### config.mk
export PLATFORM = sky130hd
export DESIGN_NAME = block_transfer_flow_control
export DESIGN_NICKNAME = d
export VERILOG_FILES = /design/src/common/flow_ctrl_pkg.sv /design/src/hw/block_queue.sv /design/src/hw/block_transfer_flow_control.sv
export VERILOG_INCLUDE_DIRS = /design/src /design/src/common
export SDC_FILE = /design/constraint.sdc
export NUM_CORES = 2
export LEC_CHECK = 0
export BUFFER_PORTS_ARGS = -buffer_cell sky130_fd_sc_hd__buf_2
export CAP_MARGIN = 0
export CORE_MARGIN = 2
export CORE_UTILIZATION = 33
export CTS_BUF_LIST = sky130_fd_sc_hd__clkbuf_4 sky130_fd_sc_hd__clkbuf_8 sky130_fd_sc_hd__clkbuf_16
export CTS_CLUSTER_DIAMETER = 80
export DETAILED_ROUTE_END_ITERATION = 8
export PLACE_DENSITY = 0.51
export SLEW_MARGIN = 20
export SYNTH_ARGS = -nofsm -noshare
export SYNTH_HDL_FRONTEND = slang
export SYNTH_SLANG_ARGS = --single-unit
### constraint.sdc
create_clock -name clk -period 9.95 [get_ports clk]
set_input_delay 0.995 -clock clk [delete_from_list [all_inputs] [get_ports clk]]
set_output_delay 0.995 -clock clk [all_outputs]
set_load 0.05 [all_outputs]
### src/common/flow_ctrl_regs.svh
// Register offsets, field positions and reset values of the flow controller.
// Included by its bare name; definitions only.
`ifndef FLOW_CTRL_REGS_SVH
`define FLOW_CTRL_REGS_SVH

// Byte offsets of the AXI4-Lite register words
`define REG_SELECT 8'h00
`define REG_MODE 8'h04
`define REG_COMMAND 8'h08
`define REG_BLOCKS 8'h0C
`define REG_STATUS 8'h10
`define REG_ORIGIN_TAG 8'h14
`define REG_SPAN_HI 7

// Select register fields
`define SEL_STREAM_LSB 0
`define SEL_ORIGIN_LSB 8
`define SEL_ALL_VALUE 8'hFF

// Mode register fields
`define MODE_METHOD_LSB 0
`define MODE_STYLE_BIT 4

// Command bits
`define CMD_BEGIN_BIT 0
`define CMD_HALT_BIT 1
`define CMD_FLUSH_BIT 2
`define CMD_SUSPEND_BIT 3
`define CMD_CONTINUE_BIT 4

// Reset values
`define RST_SELECT 32'h0000_0000
`define RST_MODE 32'h0000_0000
`define RST_BLOCKS 32'h0000_0001

// Base of origin tags; arbitrary value
`define ORIGIN_TAG_BASE 32'h0000_0A00

`endif

### src/common/flow_ctrl_pkg.sv
// Types shared by the flow controller files.
// No assumptions beyond a SystemVerilog compiler.
`default_nettype none
package flow_ctrl_pkg;

	// Flow control method
	typedef enum logic [1:0] {
		METHOD_BASIC = 2'h0,
		METHOD_AUTO = 2'h1,
		METHOD_MANUAL = 2'h2
	} flow_method_t;

	// Streaming state, one-hot
	typedef enum logic [3:0] {
		ST_STOPPED = 4'h1,
		ST_STOPPING = 4'h2,
		ST_STREAMING = 4'h4,
		ST_PAUSED = 4'h8
	} stream_state_t;

endpackage
`default_nettype wire

### src/hw/block_queue.sv
// Word queue that holds block data until it has been sent.
// Assumes one clock; read data come out of a register.
`timescale 1ns/1ps
`default_nettype none
module block_queue #(
	parameter int WIDTH = 33,
	parameter int DEPTH = 16
) (
	// Clock and reset
	input wire logic clk,
	input wire logic arst_n,
	input wire logic ce,
	// Control
	input wire logic flush,
	// Write side
	input wire logic wrValid,
	input wire logic [WIDTH-1:0] wrData,
	output logic wrReady,
	// Read side
	output logic rdValid,
	output logic [WIDTH-1:0] rdData,
	input wire logic rdReady
);
	localparam int AW = $clog2(DEPTH);

	logic [WIDTH-1:0] mem [DEPTH];
	logic [AW:0] wrPtr_q, wrPtr_d, rdPtr_q, rdPtr_d;
	logic [WIDTH-1:0] outData_q, outData_d;
	logic outValid_q, outValid_d;
	logic doWrite, doRead, memEmpty;

	// ====================================================================
	// Pointer logic
	// ====================================================================
	// Full and empty from pointers with wrap bit
	assign wrReady = !((wrPtr_q[AW] != rdPtr_q[AW]) &&
		(wrPtr_q[AW-1:0] == rdPtr_q[AW-1:0]));
	assign memEmpty = (wrPtr_q == rdPtr_q);
	assign doWrite = ce && wrValid && wrReady && !flush;
	// Output register refills whenever it is free or drained
	assign doRead = ce && !memEmpty && (!outValid_q || rdReady) && !flush;

	// Next pointer and output values
	always_comb begin
		wrPtr_d = wrPtr_q;
		rdPtr_d = rdPtr_q;
		outData_d = outData_q;
		outValid_d = outValid_q;
		if (ce) begin
			if (flush) begin
				// Flush drops everything held
				wrPtr_d = '0;
				rdPtr_d = '0;
				outValid_d = 1'b0;
			end else begin
				if (doWrite)
					wrPtr_d = wrPtr_q + 1'b1;
				if (doRead) begin
					rdPtr_d = rdPtr_q + 1'b1;
					outData_d = mem[rdPtr_q[AW-1:0]];
					outValid_d = 1'b1;
				end else if (rdReady) begin
					outValid_d = 1'b0;
				end
			end
		end
	end

	// Register pointers
	always_ff @(posedge clk or negedge arst_n) begin
		if (!arst_n) begin
			wrPtr_q <= '0;
			rdPtr_q <= '0;
			outData_q <= '0;
			outValid_q <= 1'b0;
		end else begin
			wrPtr_q <= wrPtr_d;
			rdPtr_q <= rdPtr_d;
			outData_q <= outData_d;
			outValid_q <= outValid_d;
		end
	end

	// Storage array, no reset needed
	always_ff @(posedge clk) begin
		if (doWrite)
			mem[wrPtr_q[AW-1:0]] <= wrData;
	end

	assign rdValid = outValid_q;
	assign rdData = outData_q;
endmodule
`default_nettype wire

### src/hw/block_transfer_flow_control.sv
// Multi-stream transfer flow controller with AXI4-Lite registers.
// Assumes processing side and host side run on clk; capture inputs are
// single-cycle pulses from logic on the same clock.
//
// Contract
// Each block stays queued from arrival until fully transmitted.
// Each stream is always in stopped, stopping, streaming or paused.
// Incoming blocks are accepted into the queue in every state.
// Streaming state sends queued words whenever data is available.
// Stopping completes the current block, then enters stopped.
// Paused suspends output at once, even mid-block.
// Stream selector targets one stream or all streams together.
// Origin selector targets one source or all sources together.
// Read-only unique tag returned for the selected source.
// Basic method disables flow control and ignores all commands.
// Auto method: capture begin starts, capture cancel flushes, no halt.
// Auto method forces run style to continuous, read only.
// Auto method leaves suspend and continue to software.
// Manual method: software commands drive the streaming state.
// Reset default is basic method, flow control disabled.
// External triggers may start and halt transfers besides commands.
// Flush stops at once and drops queued data; next block still queued.
// Bounded run ends after programmed block count or on halt.
// Continue resumes a paused stream from the suspension point.
// Begin from stopped streams; halt from streaming stops; others ignored.
`timescale 1ns/1ps
`default_nettype none
`include "flow_ctrl_regs.svh"
module block_transfer_flow_control
	import flow_ctrl_pkg::*;
#(
	parameter int STREAMS = 2,
	parameter int DATA_W = 32,
	parameter int DEPTH = 16
) (
	// Clock, reset, enable
	input wire logic clk,
	input wire logic arst_n,
	input wire logic ce,
	// AXI4-Lite write channels
	input wire logic [7:0] s_axi_awaddr,
	input wire logic s_axi_awvalid,
	output logic s_axi_awready,
	input wire logic [31:0] s_axi_wdata,
	input wire logic [3:0] s_axi_wstrb,
	input wire logic s_axi_wvalid,
	output logic s_axi_wready,
	output logic [1:0] s_axi_bresp,
	output logic s_axi_bvalid,
	input wire logic s_axi_bready,
	// AXI4-Lite read channels
	input wire logic [7:0] s_axi_araddr,
	input wire logic s_axi_arvalid,
	output logic s_axi_arready,
	output logic [31:0] s_axi_rdata,
	output logic [1:0] s_axi_rresp,
	output logic s_axi_rvalid,
	input wire logic s_axi_rready,
	// Acquisition events
	input wire logic capture_begin,
	input wire logic capture_cancel,
	// External trigger pins
	input wire logic [STREAMS-1:0] trigBegin,
	input wire logic [STREAMS-1:0] trigHalt,
	// Processing side, per stream
	input wire logic [STREAMS-1:0] inValid,
	input wire logic [STREAMS*DATA_W-1:0] inData,
	input wire logic [STREAMS-1:0] inLast,
	output logic [STREAMS-1:0] inReady,
	// Host side, per stream
	output logic [STREAMS-1:0] outValid,
	output logic [STREAMS*DATA_W-1:0] outData,
	output logic [STREAMS-1:0] outLast,
	input wire logic [STREAMS-1:0] outReady
);
	// ====================================================================
	// Helpers
	// ====================================================================
	// Selector hit: exact index or the all value
	function automatic logic selHit(input logic [7:0] sel, input int idx);
		selHit = (sel == `SEL_ALL_VALUE) || (sel == 8'(idx));
	endfunction

	// Register write merge under byte strobes
	function automatic logic [31:0] strobeMerge(input logic [31:0] old,
		input logic [31:0] nw, input logic [3:0] strb);
		for (int b = 0; b < 4; b++)
			strobeMerge[b*8 +: 8] = strb[b] ? nw[b*8 +: 8] : old[b*8 +: 8];
	endfunction

	// ====================================================================
	// AXI4-Lite slave
	// ====================================================================
	logic [31:0] select_q, select_d, blocks_q, blocks_d;
	logic [31:0] mode_q [STREAMS];
	logic [31:0] mode_d [STREAMS];
	logic [7:0] awAddr_q, awAddr_d;
	logic [31:0] wData_q, wData_d;
	logic [3:0] wStrb_q, wStrb_d;
	logic awHave_q, awHave_d, wHave_q, wHave_d, bValid_q, bValid_d;
	logic arReady_q, arReady_d, rValid_q, rValid_d;
	logic [31:0] rData_q, rData_d;
	logic [1:0] bResp_q, bResp_d, rResp_q, rResp_d;
	logic wrFire, cmdWrite;
	logic [4:0] cmdBits;
	logic [7:0] streamSel, originSel;
	logic [3:0] stateOf [STREAMS];

	assign streamSel = select_q[`SEL_STREAM_LSB +: 8];
	assign originSel = select_q[`SEL_ORIGIN_LSB +: 8];
	// Write fires once address and data are both held, response free
	assign wrFire = ce && awHave_q && wHave_q && !bValid_q;
	assign cmdWrite = wrFire && (awAddr_q == `REG_COMMAND) && wStrb_q[0];
	assign cmdBits = wData_q[4:0];

	// Next values of the bus slave and configuration
	always_comb begin
		awAddr_d = awAddr_q;
		wData_d = wData_q;
		wStrb_d = wStrb_q;
		awHave_d = awHave_q;
		wHave_d = wHave_q;
		bValid_d = bValid_q;
		bResp_d = bResp_q;
		arReady_d = arReady_q;
		rValid_d = rValid_q;
		rData_d = rData_q;
		rResp_d = rResp_q;
		select_d = select_q;
		blocks_d = blocks_q;
		for (int s = 0; s < STREAMS; s++)
			mode_d[s] = mode_q[s];
		if (ce) begin
			if (s_axi_awvalid && !awHave_q) begin
				awAddr_d = s_axi_awaddr;
				awHave_d = 1'b1;
			end
			if (s_axi_wvalid && !wHave_q) begin
				wData_d = s_axi_wdata;
				wStrb_d = s_axi_wstrb;
				wHave_d = 1'b1;
			end
			if (bValid_q && s_axi_bready)
				bValid_d = 1'b0;
			if (wrFire) begin
				awHave_d = 1'b0;
				wHave_d = 1'b0;
				bValid_d = 1'b1;
				bResp_d = 2'h0;
				unique case (awAddr_q)
					`REG_SELECT: select_d = strobeMerge(select_q, wData_q, wStrb_q);
					`REG_BLOCKS: blocks_d = strobeMerge(blocks_q, wData_q, wStrb_q);
					`REG_MODE: begin
						for (int s = 0; s < STREAMS; s++)
							if (selHit(streamSel, s))
								mode_d[s] = strobeMerge(mode_q[s], wData_q, wStrb_q);
					end
					`REG_COMMAND: ;
					default: bResp_d = 2'h2;
				endcase
			end
			if (rValid_q && s_axi_rready)
				rValid_d = 1'b0;
			// Data only after the address handshake, as the bus requires
			arReady_d = s_axi_arvalid && !rValid_q && !arReady_q;
			if (arReady_q && s_axi_arvalid) begin
				rValid_d = 1'b1;
				rResp_d = 2'h0;
				rData_d = 32'h0;
				unique case (s_axi_araddr)
					`REG_SELECT: rData_d = select_q;
					`REG_BLOCKS: rData_d = blocks_q;
					`REG_MODE: begin
						for (int s = 0; s < STREAMS; s++)
							if (streamSel == 8'(s)) begin
								rData_d = mode_q[s] & 32'h0000_0013;
								if (mode_q[s][1:0] == 2'(METHOD_AUTO))
									rData_d[`MODE_STYLE_BIT] = 1'b0;
							end
					end
					`REG_STATUS: begin
						for (int s = 0; s < STREAMS; s++)
							if (streamSel == 8'(s))
								rData_d[3:0] = stateOf[s];
					end
					`REG_ORIGIN_TAG: begin
						if (originSel != `SEL_ALL_VALUE)
							rData_d = `ORIGIN_TAG_BASE + {24'h0, originSel};
					end
					`REG_COMMAND: ;
					default: rResp_d = 2'h2;
				endcase
			end
		end
	end

	// Register the bus slave and configuration
	always_ff @(posedge clk or negedge arst_n) begin
		if (!arst_n) begin
			awAddr_q <= 8'h00;
			wData_q <= 32'h0;
			wStrb_q <= 4'h0;
			awHave_q <= 1'b0;
			wHave_q <= 1'b0;
			bValid_q <= 1'b0;
			bResp_q <= 2'h0;
			arReady_q <= 1'b0;
			rValid_q <= 1'b0;
			rData_q <= 32'h0;
			rResp_q <= 2'h0;
			select_q <= `RST_SELECT;
			blocks_q <= `RST_BLOCKS;
			for (int s = 0; s < STREAMS; s++)
				mode_q[s] <= `RST_MODE;
		end else begin
			awAddr_q <= awAddr_d;
			wData_q <= wData_d;
			wStrb_q <= wStrb_d;
			awHave_q <= awHave_d;
			wHave_q <= wHave_d;
			bValid_q <= bValid_d;
			bResp_q <= bResp_d;
			arReady_q <= arReady_d;
			rValid_q <= rValid_d;
			rData_q <= rData_d;
			rResp_q <= rResp_d;
			select_q <= select_d;
			blocks_q <= blocks_d;
			for (int s = 0; s < STREAMS; s++)
				mode_q[s] <= mode_d[s];
		end
	end

	assign s_axi_awready = !awHave_q;
	assign s_axi_wready = !wHave_q;
	assign s_axi_bvalid = bValid_q;
	assign s_axi_bresp = bResp_q;
	assign s_axi_arready = arReady_q;
	assign s_axi_rvalid = rValid_q;
	assign s_axi_rdata = rData_q;
	assign s_axi_rresp = rResp_q;

	// ====================================================================
	// Per-stream queue and streaming control
	// ====================================================================
	logic [STREAMS-1:0] trigBeginM_q, trigBeginS_q, trigHaltM_q, trigHaltS_q;

	// Pin triggers pass a two-stage synchroniser
	always_ff @(posedge clk or negedge arst_n) begin
		if (!arst_n) begin
			trigBeginM_q <= '0;
			trigBeginS_q <= '0;
			trigHaltM_q <= '0;
			trigHaltS_q <= '0;
		end else if (ce) begin
			trigBeginM_q <= trigBegin;
			trigBeginS_q <= trigBeginM_q;
			trigHaltM_q <= trigHalt;
			trigHaltS_q <= trigHaltM_q;
		end
	end

	for (genvar g = 0; g < STREAMS; g++) begin : gStream
		stream_state_t state_q, state_d;
		logic midBlock_q, midBlock_d, trigPrev_q, trigHaltPrev_q;
		logic [31:0] sent_q, sent_d;
		logic qValid, qReady, qLast, flush, beginEv, haltEv;
		logic suspendEv, continueEv, bounded, sendOk, wordGo;
		logic [DATA_W:0] qData;
		logic [1:0] method;
		logic hit, isBasic, isAuto, isManual;

		assign method = mode_q[g][`MODE_METHOD_LSB +: 2];
		assign isBasic = (method != 2'(METHOD_AUTO)) &&
			(method != 2'(METHOD_MANUAL));
		assign isAuto = (method == 2'(METHOD_AUTO));
		assign isManual = (method == 2'(METHOD_MANUAL));
		assign hit = cmdWrite && selHit(streamSel, g);
		// Capture events reach streams of the selected origins
		assign beginEv = (isManual && hit && cmdBits[`CMD_BEGIN_BIT]) ||
			(isAuto && capture_begin && selHit(originSel, g)) ||
			(!isBasic && trigBeginS_q[g] && !trigPrev_q);
		assign haltEv = (isManual && hit && cmdBits[`CMD_HALT_BIT]) ||
			(!isBasic && trigHaltS_q[g] && !trigHaltPrev_q);
		assign flush = ce && ((isManual && hit && cmdBits[`CMD_FLUSH_BIT]) ||
			(isAuto && capture_cancel && selHit(originSel, g)));
		assign suspendEv = !isBasic && hit && cmdBits[`CMD_SUSPEND_BIT];
		assign continueEv = !isBasic && hit && cmdBits[`CMD_CONTINUE_BIT];
		assign bounded = isManual && mode_q[g][`MODE_STYLE_BIT];

		// Queue takes new words whenever it has room and no flush is on, regardless of state
		block_queue #(.WIDTH(DATA_W + 1), .DEPTH(DEPTH)) uQueue (
			.clk(clk),
			.arst_n(arst_n),
			.ce(ce),
			.flush(flush),
			.wrValid(inValid[g]),
			.wrData({inLast[g], inData[g*DATA_W +: DATA_W]}),
			.wrReady(inReady[g]),
			.rdValid(qValid),
			.rdData(qData),
			.rdReady(qReady)
		);
		assign qLast = qData[DATA_W];
		// Basic mode streams freely; paused holds the word in place
		assign sendOk = isBasic || (state_q == ST_STREAMING) ||
			(state_q == ST_STOPPING && midBlock_q);
		// Word leaves the queue only when host takes it or a flush drops it
		assign qReady = sendOk && outReady[g] && !flush;
		assign wordGo = ce && qValid && qReady;

		// Next streaming state
		always_comb begin
			state_d = state_q;
			midBlock_d = midBlock_q;
			sent_d = sent_q;
			if (ce) begin
				if (wordGo)
					midBlock_d = !qLast;
				if (wordGo && qLast)
					sent_d = sent_q + 32'h1;
				unique case (state_q)
					ST_STOPPED: if (beginEv) begin
						state_d = ST_STREAMING;
						sent_d = 32'h0;
					end
					ST_STREAMING: begin
						if (suspendEv)
							state_d = ST_PAUSED;
						else if (haltEv || (bounded && wordGo && qLast &&
							sent_q + 32'h1 >= blocks_q))
							state_d = ST_STOPPING;
					end
					ST_STOPPING: if (!midBlock_d)
						state_d = ST_STOPPED;
					ST_PAUSED: if (continueEv)
						state_d = ST_STREAMING;
				endcase
				if (flush || isBasic) begin
					state_d = ST_STOPPED;
					midBlock_d = 1'b0;
				end
			end
		end

		// Register streaming state
		always_ff @(posedge clk or negedge arst_n) begin
			if (!arst_n) begin
				state_q <= ST_STOPPED;
				midBlock_q <= 1'b0;
				sent_q <= 32'h0;
				trigPrev_q <= 1'b0;
				trigHaltPrev_q <= 1'b0;
			end else begin
				state_q <= state_d;
				midBlock_q <= midBlock_d;
				sent_q <= sent_d;
				if (ce) begin
					trigPrev_q <= trigBeginS_q[g];
					trigHaltPrev_q <= trigHaltS_q[g];
				end
			end
		end

		assign stateOf[g] = state_q;
		assign outValid[g] = qValid && sendOk;
		assign outData[g*DATA_W +: DATA_W] = qData[DATA_W-1:0];
		assign outLast[g] = qLast;
	end
endmodule
`default_nettype wire

Yosys cells after proc, flatten, opt, wreduce, memory -nomap -nowiden
Memory sizes are Yosys's and may differ from the RTL's. A register that Yosys moved wholly into a read port is not among the register bits.
Index checks and enable logic that the tools add are counted.
Word-level totals
  bits in latches: 0
  bits of input ports: 136
  memories kept: 2
  word-level logic and storage cells: 333
  bits in writable memories: 1056
  bits in read-only memories: 0
  bits in registers: 267
Memories
  gStream[0].uQueue.mem: words 16, bits a word 33, read ports 1, clocked after Yosys merged registers in 1, wr ports 1, RTL line block_queue.sv:26  | logic [WIDTH-1:0] mem [DEPTH];
  gStream[1].uQueue.mem: words 16, bits a word 33, read ports 1, clocked after Yosys merged registers in 1, wr ports 1, RTL line block_queue.sv:26
Cells by class
  reduce and logical (&&, ||, !) cells: 173
  bitwise logic cells: 2
  div/mod/pow operators: 0
  shift-type cells: 0
  order comparisons: 2
  $mul: 0
  multiplexer cells: 63
  equal/unequal tests: 43
  $add $sub $neg: 7
Operators with widths (count)
  2-to-1 mux 32 bit: 6
  case mux 28 bit (4 select lines): 1
  logical AND 1 bit: 84
  adder 32 x 1 -> 32 bit, second input constant: 2
  greater-or-equal comparator 32 bit: 2
  2-to-1 mux 4 bit: 14
  2-to-1 mux 5 bit: 10
  equality test 8 x 4 -> 1 bit, second input constant: 4
  zero test 8 bit: 4
  case mux 4 bit (4 select lines): 2
  AND reduction 4 bit: 8
  AND reduction 2 bit: 14
  2-to-1 mux 1 bit: 26
  zero test 1 bit: 23
  logical OR 1 bit: 22
  adder 5 x 1 -> 5 bit, second input constant: 4
  case mux 4 bit (5 select lines): 1
  AND reduction 5 bit: 4
  equality test 8 x 1 -> 1 bit, second input constant: 2
  equality test 8 x 3 -> 1 bit, second input constant: 2
  equality test 8 x 5 -> 1 bit, second input constant: 2
  equality test 8 bit, second input constant: 2
  nonzero test 2 bit: 8
  adder 12 x 8 -> 13 bit, first input constant: 1
  other kinds (22): 42

Logic depth before layout (Yosys ltp)
  depth in word-level cells: 21
  mapped depth: 18
  gate-level depth less buffers: 16

By module
From an unflattened synthesis, not the netlist that was laid out.
Second synthesis, totals
  cell total of the unflattened synthesis: 3224
  area, all modules: 56942.1 µm²
By module, submodules not included
  block_queue (gStream[1].uQueue): cells an instance 980, area each 21863.5 µm², instances 1
  block_queue (gStream[0].uQueue): cells an instance 976, area each 21799.7 µm², instances 1
  block_transfer_flow_control: cells an instance 1268, area each 13279.0 µm², instances 1

Worst setup path before layout
OpenSTA, ideal clock, no wires.
  path type: input port to flip-flop
  start point: in ce
  end point: mem gStream[0].uQueue.mem[0][0], enable pin
  stages on the path: 8
  arrival: 5.335 ns
  setup time: 0.506 ns
  path slack: 4.110 ns
  buffers on the path: 2
  data required time: 9.444 ns
  path through: and4b_1 -> buf_2 -> and4_1 -> o211a_2 -> nor2_1 -> nand2_1 -> clkbuf_1 -> nor4_1
On the way
  longest elaborated chain between the ends: 14
  elaborated cells on any way between the ends: 16
  those cells by class: 2 x mux; 14 x reduce/logical
Ends and longest elaborated chain
  start, declared: RTL line block_transfer_flow_control.sv:39  | input wire logic ce,
  logical AND 1 bit (3 in a row): RTL line block_transfer_flow_control.sv:112  | assign wrFire = ce && awHave_q && wHave_q && !bValid_q;
  logical AND 1 bit (2 in a row): RTL line block_transfer_flow_control.sv:113  | assign cmdWrite = wrFire && (awAddr_q == `REG_COMMAND) && wStrb_q[0];
  logical AND 1 bit: RTL line block_transfer_flow_control.sv:278  | assign hit = cmdWrite && selHit(streamSel, g);
  logical AND 1 bit (2 in a row): RTL line block_transfer_flow_control.sv:285  | assign flush = ce && ((isManual && hit && cmdBits[`CMD_FLUSH_BIT]) ||
  logical OR 1 bit: RTL line block_transfer_flow_control.sv:285
  logical AND 1 bit: RTL line block_transfer_flow_control.sv:285
  zero test 1 bit: RTL line block_queue.sv:39  | assign doWrite = ce && wrValid && wrReady && !flush;
  logical AND 1 bit (*): RTL line block_queue.sv:39
  2-to-1 mux 1 bit (*): RTL line block_queue.sv:86  | if (doWrite)
  2-to-1 mux 1 bit (not written as such) (*): RTL line block_queue.sv:87  | mem[wrPtr_q[AW-1:0]] <= wrData;
  end, declared: RTL line block_queue.sv:26
Mark *: on every way between the ends. The rest lies on a longest branch, timed or not.

Worst setup path in the final report
  start point: reg gStream[0].sent_q[0]
  end point: reg gStream[0].state_q[2]
On the way
  longest elaborated chain between the ends: 6
Ends and longest elaborated chain
  start, declared: RTL line block_transfer_flow_control.sv:266  | logic [31:0] sent_q, sent_d;
  start signal, assigned: RTL line block_transfer_flow_control.sv:357  | sent_q <= sent_d;
  adder 32 x 1 -> 32 bit: RTL line block_transfer_flow_control.sv:331  | sent_q + 32'h1 >= blocks_q))
  greater-or-equal comparator 32 bit: RTL line block_transfer_flow_control.sv:331
  logical AND 1 bit: RTL line block_transfer_flow_control.sv:330  | else if (haltEv || (bounded && wordGo && qLast &&
  logical OR 1 bit: RTL line block_transfer_flow_control.sv:330
  != test 4 x 2 -> 1 bit (no line)
  AND reduction 5 bit (no line)
  end signal, assigned: RTL line block_transfer_flow_control.sv:355  | state_q <= state_d;
  end, declared: RTL line block_transfer_flow_control.sv:264  | stream_state_t state_q, state_d;
Every way passes these cells.
A chain may end at the register's enable or synchronous reset.

==> qor.csv <==
stage,metric,value,unit
timing,worstMarginPinSlew,1.03,ns
global_routing,grtUsageTotal,16.3,%
clocking,clkTransAtPathRegs,0.06,ns
detailed_routing,drc,0,
placement,io_buffers,244,
worst_setup_path,critPathMaxStageDelay,0.54,ns
global_routing,grt-ovfl-total,0,
timing,final-setup-viol-count,0,
global_routing,grt_max_degree,70,
synth,synth_top_area_share,56.2,%
global_routing,grt_pass1_vias,30300,
synth,yosysTopAreaCell,edfxtp_1,
worst_setup_path,critPathBufInv,0,
final_layout,areaGrowthSynthToFinish,16.7,%
clocking,cts_setup_buffers,0,
run_status,status,completed,
pwr,p_leak,23.3,nW
floorplan,row_count,151,
floorplan,core,170000,um^2
clocking,cts_tree,built,
timing,setup_ws,5.39,ns
clocking,cts_buffers,156,
final_layout,final_common_cell,edfxtp_1,
floorplan,die_width,418,um
placement,gp_congestion,0.784,
synth,postSynthAreaPerCell,18.6,um^2
floorplan,boundaryPins,247,
detailed_routing,wl_per_cell,24.7,um
synth,synth_cells,3036,
placement,pre_cts_ws,5.22,ns
floorplan,die_h,418,um
synth,synthTopCellsByArea,"edfxtp_1, dfrtp_1, mux4_2",
worst_setup_path,end_kind,register,
hold_path,hold_path_class,input pin to async pin,
timing,clock.fmax,219,MHz
worst_setup_path,rrSetupSlack,5.39,ns
timing,maxSlewViolCount,0,
worst_setup_path,reg2reg_depth,15,
timing,period_share,45.8,%
worst_setup_path,critical-path-top-delay-family,simple AND/OR/NAND/NOR gates,
worst_setup_path,cp.required,10.62,ns
floorplan,start_util,33.3,%
pwr,p_total,17.5,mW
detailed_routing,dr.first_iter.drc_count,2222,
worst_setup_path,start_kind,register,
clocking,clk_latency,0.80,ns
worst_setup_path,r2r_start,gStream[0].sent_q[0],
final_layout,most-common-layout-cells,"edfxtp_1, mux4_2, dfrtp_1, buf_2, mux2_2",
synth,yosysUniqueCellTypes,90,
worst_setup_path,r2r-end,gStream[0].state_q[2],
clocking,cts_root_buffer,clkbuf_16,
timing,hold_violations,0,
timing,slew_headroom,31.6,%
worst_setup_path,arrival,5.23,ns
detailed_routing,vias_per_cell,5.08,
worst_setup_path,path_max_fanout,6,
placement,post-dp-hpwl,83400,um
clocking,h-tree-depth,4,
worst_setup_path,path_cells,ha_1 -> nand4_1 -> or3_1 -> nor2_2 -> nand3_1 -> xnor2_1 -> ha_1 -> nand4_1 -> nor3_1 -> o2111ai_1 -> o31ai_1 -> o2111ai_1 -> a211oi_2 -> o311ai_0 -> a21boi_0,
clocking,post_cts_resized,0,
synth,synthesis.area,56400,um^2
synth,ys_seq_area_share,70.7,%
synth,synth_warnings,0,
timing,post-route-min-period,4.56,ns
synth,synth_edf_count,1056,
floorplan,design.die.area,174000,um^2
flow_run,maxCapViolCount,0,
clocking,hold_buffers,0,
clocking,clockBufferDepth,3,
global_routing,grt_pass1_wl,209000,um
synth,synth_top_flop_cell,edfxtp_1,
synth,synth-async-reset-ratio,23.6,%
timing,finalClockSkew,0.0660,ns
timing,fin_setup_tns,0,ns
synth,ys_seq_elements,1383,
clocking,numClockSinks,1383,
detailed_routing,antenna_left,0,
detailed_routing,firstDrtPassIters,5,
worst_setup_path,cp_slowest_cell,or3_1,
detailed_routing,vias,29100,
pwr,powerDensity,266,nW/um^2
final_layout,drive_gt1_share,33.4,%
timing,rsz0062_at_grt,no,
pwr,ir_drop,0.000160,V
detailed_routing,wirelength,141000,um
worst_setup_path,path_class,register to register,
final_layout,final_nets,3581,
global_routing,antenna_found_initial,27,
-- per-stage QoR --
| step | hold slack [ns] | instances | utilization (%) | cell area, um^2 |
|---|---|---|---|---|
| after global routing | 0.148 | 5720 | 38.8 | 65800 |
| after global placement | 0.461 | 5425 | 35.7 | 60500 |
| final | 0.153 | 5724 | 38.8 | 65800 |
| after CTS | 0.127 | 5716 | 38.8 | 65800 |
| after detailed placement | 0.466 | 5425 | 35.7 | 60500 |
| after floorplan | 0.470 | 3037 | - | 56400 |
-- Yosys cell counts (13+ instances only) --
cell type / number
edfxtp_1: 1056
mux4_2: 330
dfrtp_1: 324
mux2_2: 186
nand2_1: 169
clkbuf_1: 92
o21ai_0: 92
ha_1: 80
nor2_1: 73
inv_1: 70
xnor2_1: 47
a21oi_1: 43
nand3_1: 35
xor2_1: 35
nand4_1: 34
a22o_1: 29
nand2b_1: 29
and2_1: 26
a22oi_1: 22
buf_2: 22
nor3_1: 20
and3_1: 19
buf_1: 14
and4_1: 13
o31ai_1: 13
-- how the worst max path moves through the flow --
stage / from / endpoint / slack [ns] / cells past startpoint
detailed placement: ce / gStream[0].uQueue.mem[12][17] / 5.22 / 8
global placement: ce / gStream[0].uQueue.mem[13][21] / 5.28 / 8
global route: gStream[0].sent_q[6] / gStream[0].state_q[1] / 4.84 / 15
finish: gStream[0].sent_q[0] / gStream[0].state_q[2] / 5.39 / 15
floorplan: ce / gStream[0].uQueue.mem[0][0] / 4.11 / 8
CTS: gStream[0].sent_q[0] / gStream[0].state_q[1] / 5.39 / 15
-- state kept, by name, summed over array words and instances, names as in the netlist, 4 cells and up --
register                flops
s_axi_rdata                32
gStream.uQueue.rdData      66
wData_q                    32
gStream.uQueue.rdPtr_q     10
gStream.uQueue.mem       1056
blocks_q                   32
select_q                   32
gStream.state_q             8
gStream.sent_q             64
wStrb_q                     4
gStream.uQueue.wrPtr_q     10
gStream.method              4
awAddr_q                    8
-- layout make-up --
type	count	area, um^2
Tap cell	2218	2780
Timing Repair Buffer	306	1700
Clock inverter	89	978
Multi-Input combinational cell	1448	15800
Inverter	70	263
Antenna cell	8	20.0
Fill cell	15400	104000
Clock buffer	202	4330
Sequential cell	1383	39900
-- layer usage --
layer  global-route usage (%)  wire, um  up-vias
li1                         -         -    12800
met1                     21.7     61800    15500
met2                     27.1     70200      589
met3                     2.77      5390      230
met4                     5.16      3800       10
met5                        0        56        -
-- cell families (layout without fill, tap and decap cells) --
logic type	after synthesis	after routing	synth area share [%]
fa+ha+maj	81	81	1.79
simple gates	484	484	4.40
buf+inv	206	667	1.47
mux	523	523	17.0
compound gates	276	276	3.35
other cells	1	10	0.00664
flops	1383	1383	70.7
xor+xnor	82	82	1.27
-- power by group --
part	internal [mW]	switching [mW]	total (mW)
registers	6.78	0.574	7.35
clock network	3.41	2.41	5.82
logic	1.99	2.34	4.33
total	12.2	5.33	17.5
-- worst reg2reg max path, delay by kind of cell (launching register included) --
family	cells	cell delay, ns
compound gates	6	1.56
xor+xnor	1	0.16
fa+ha+maj	2	0.60
flops	1	0.41
simple gates	6	1.72
Power figures use the tool's default switching activity.
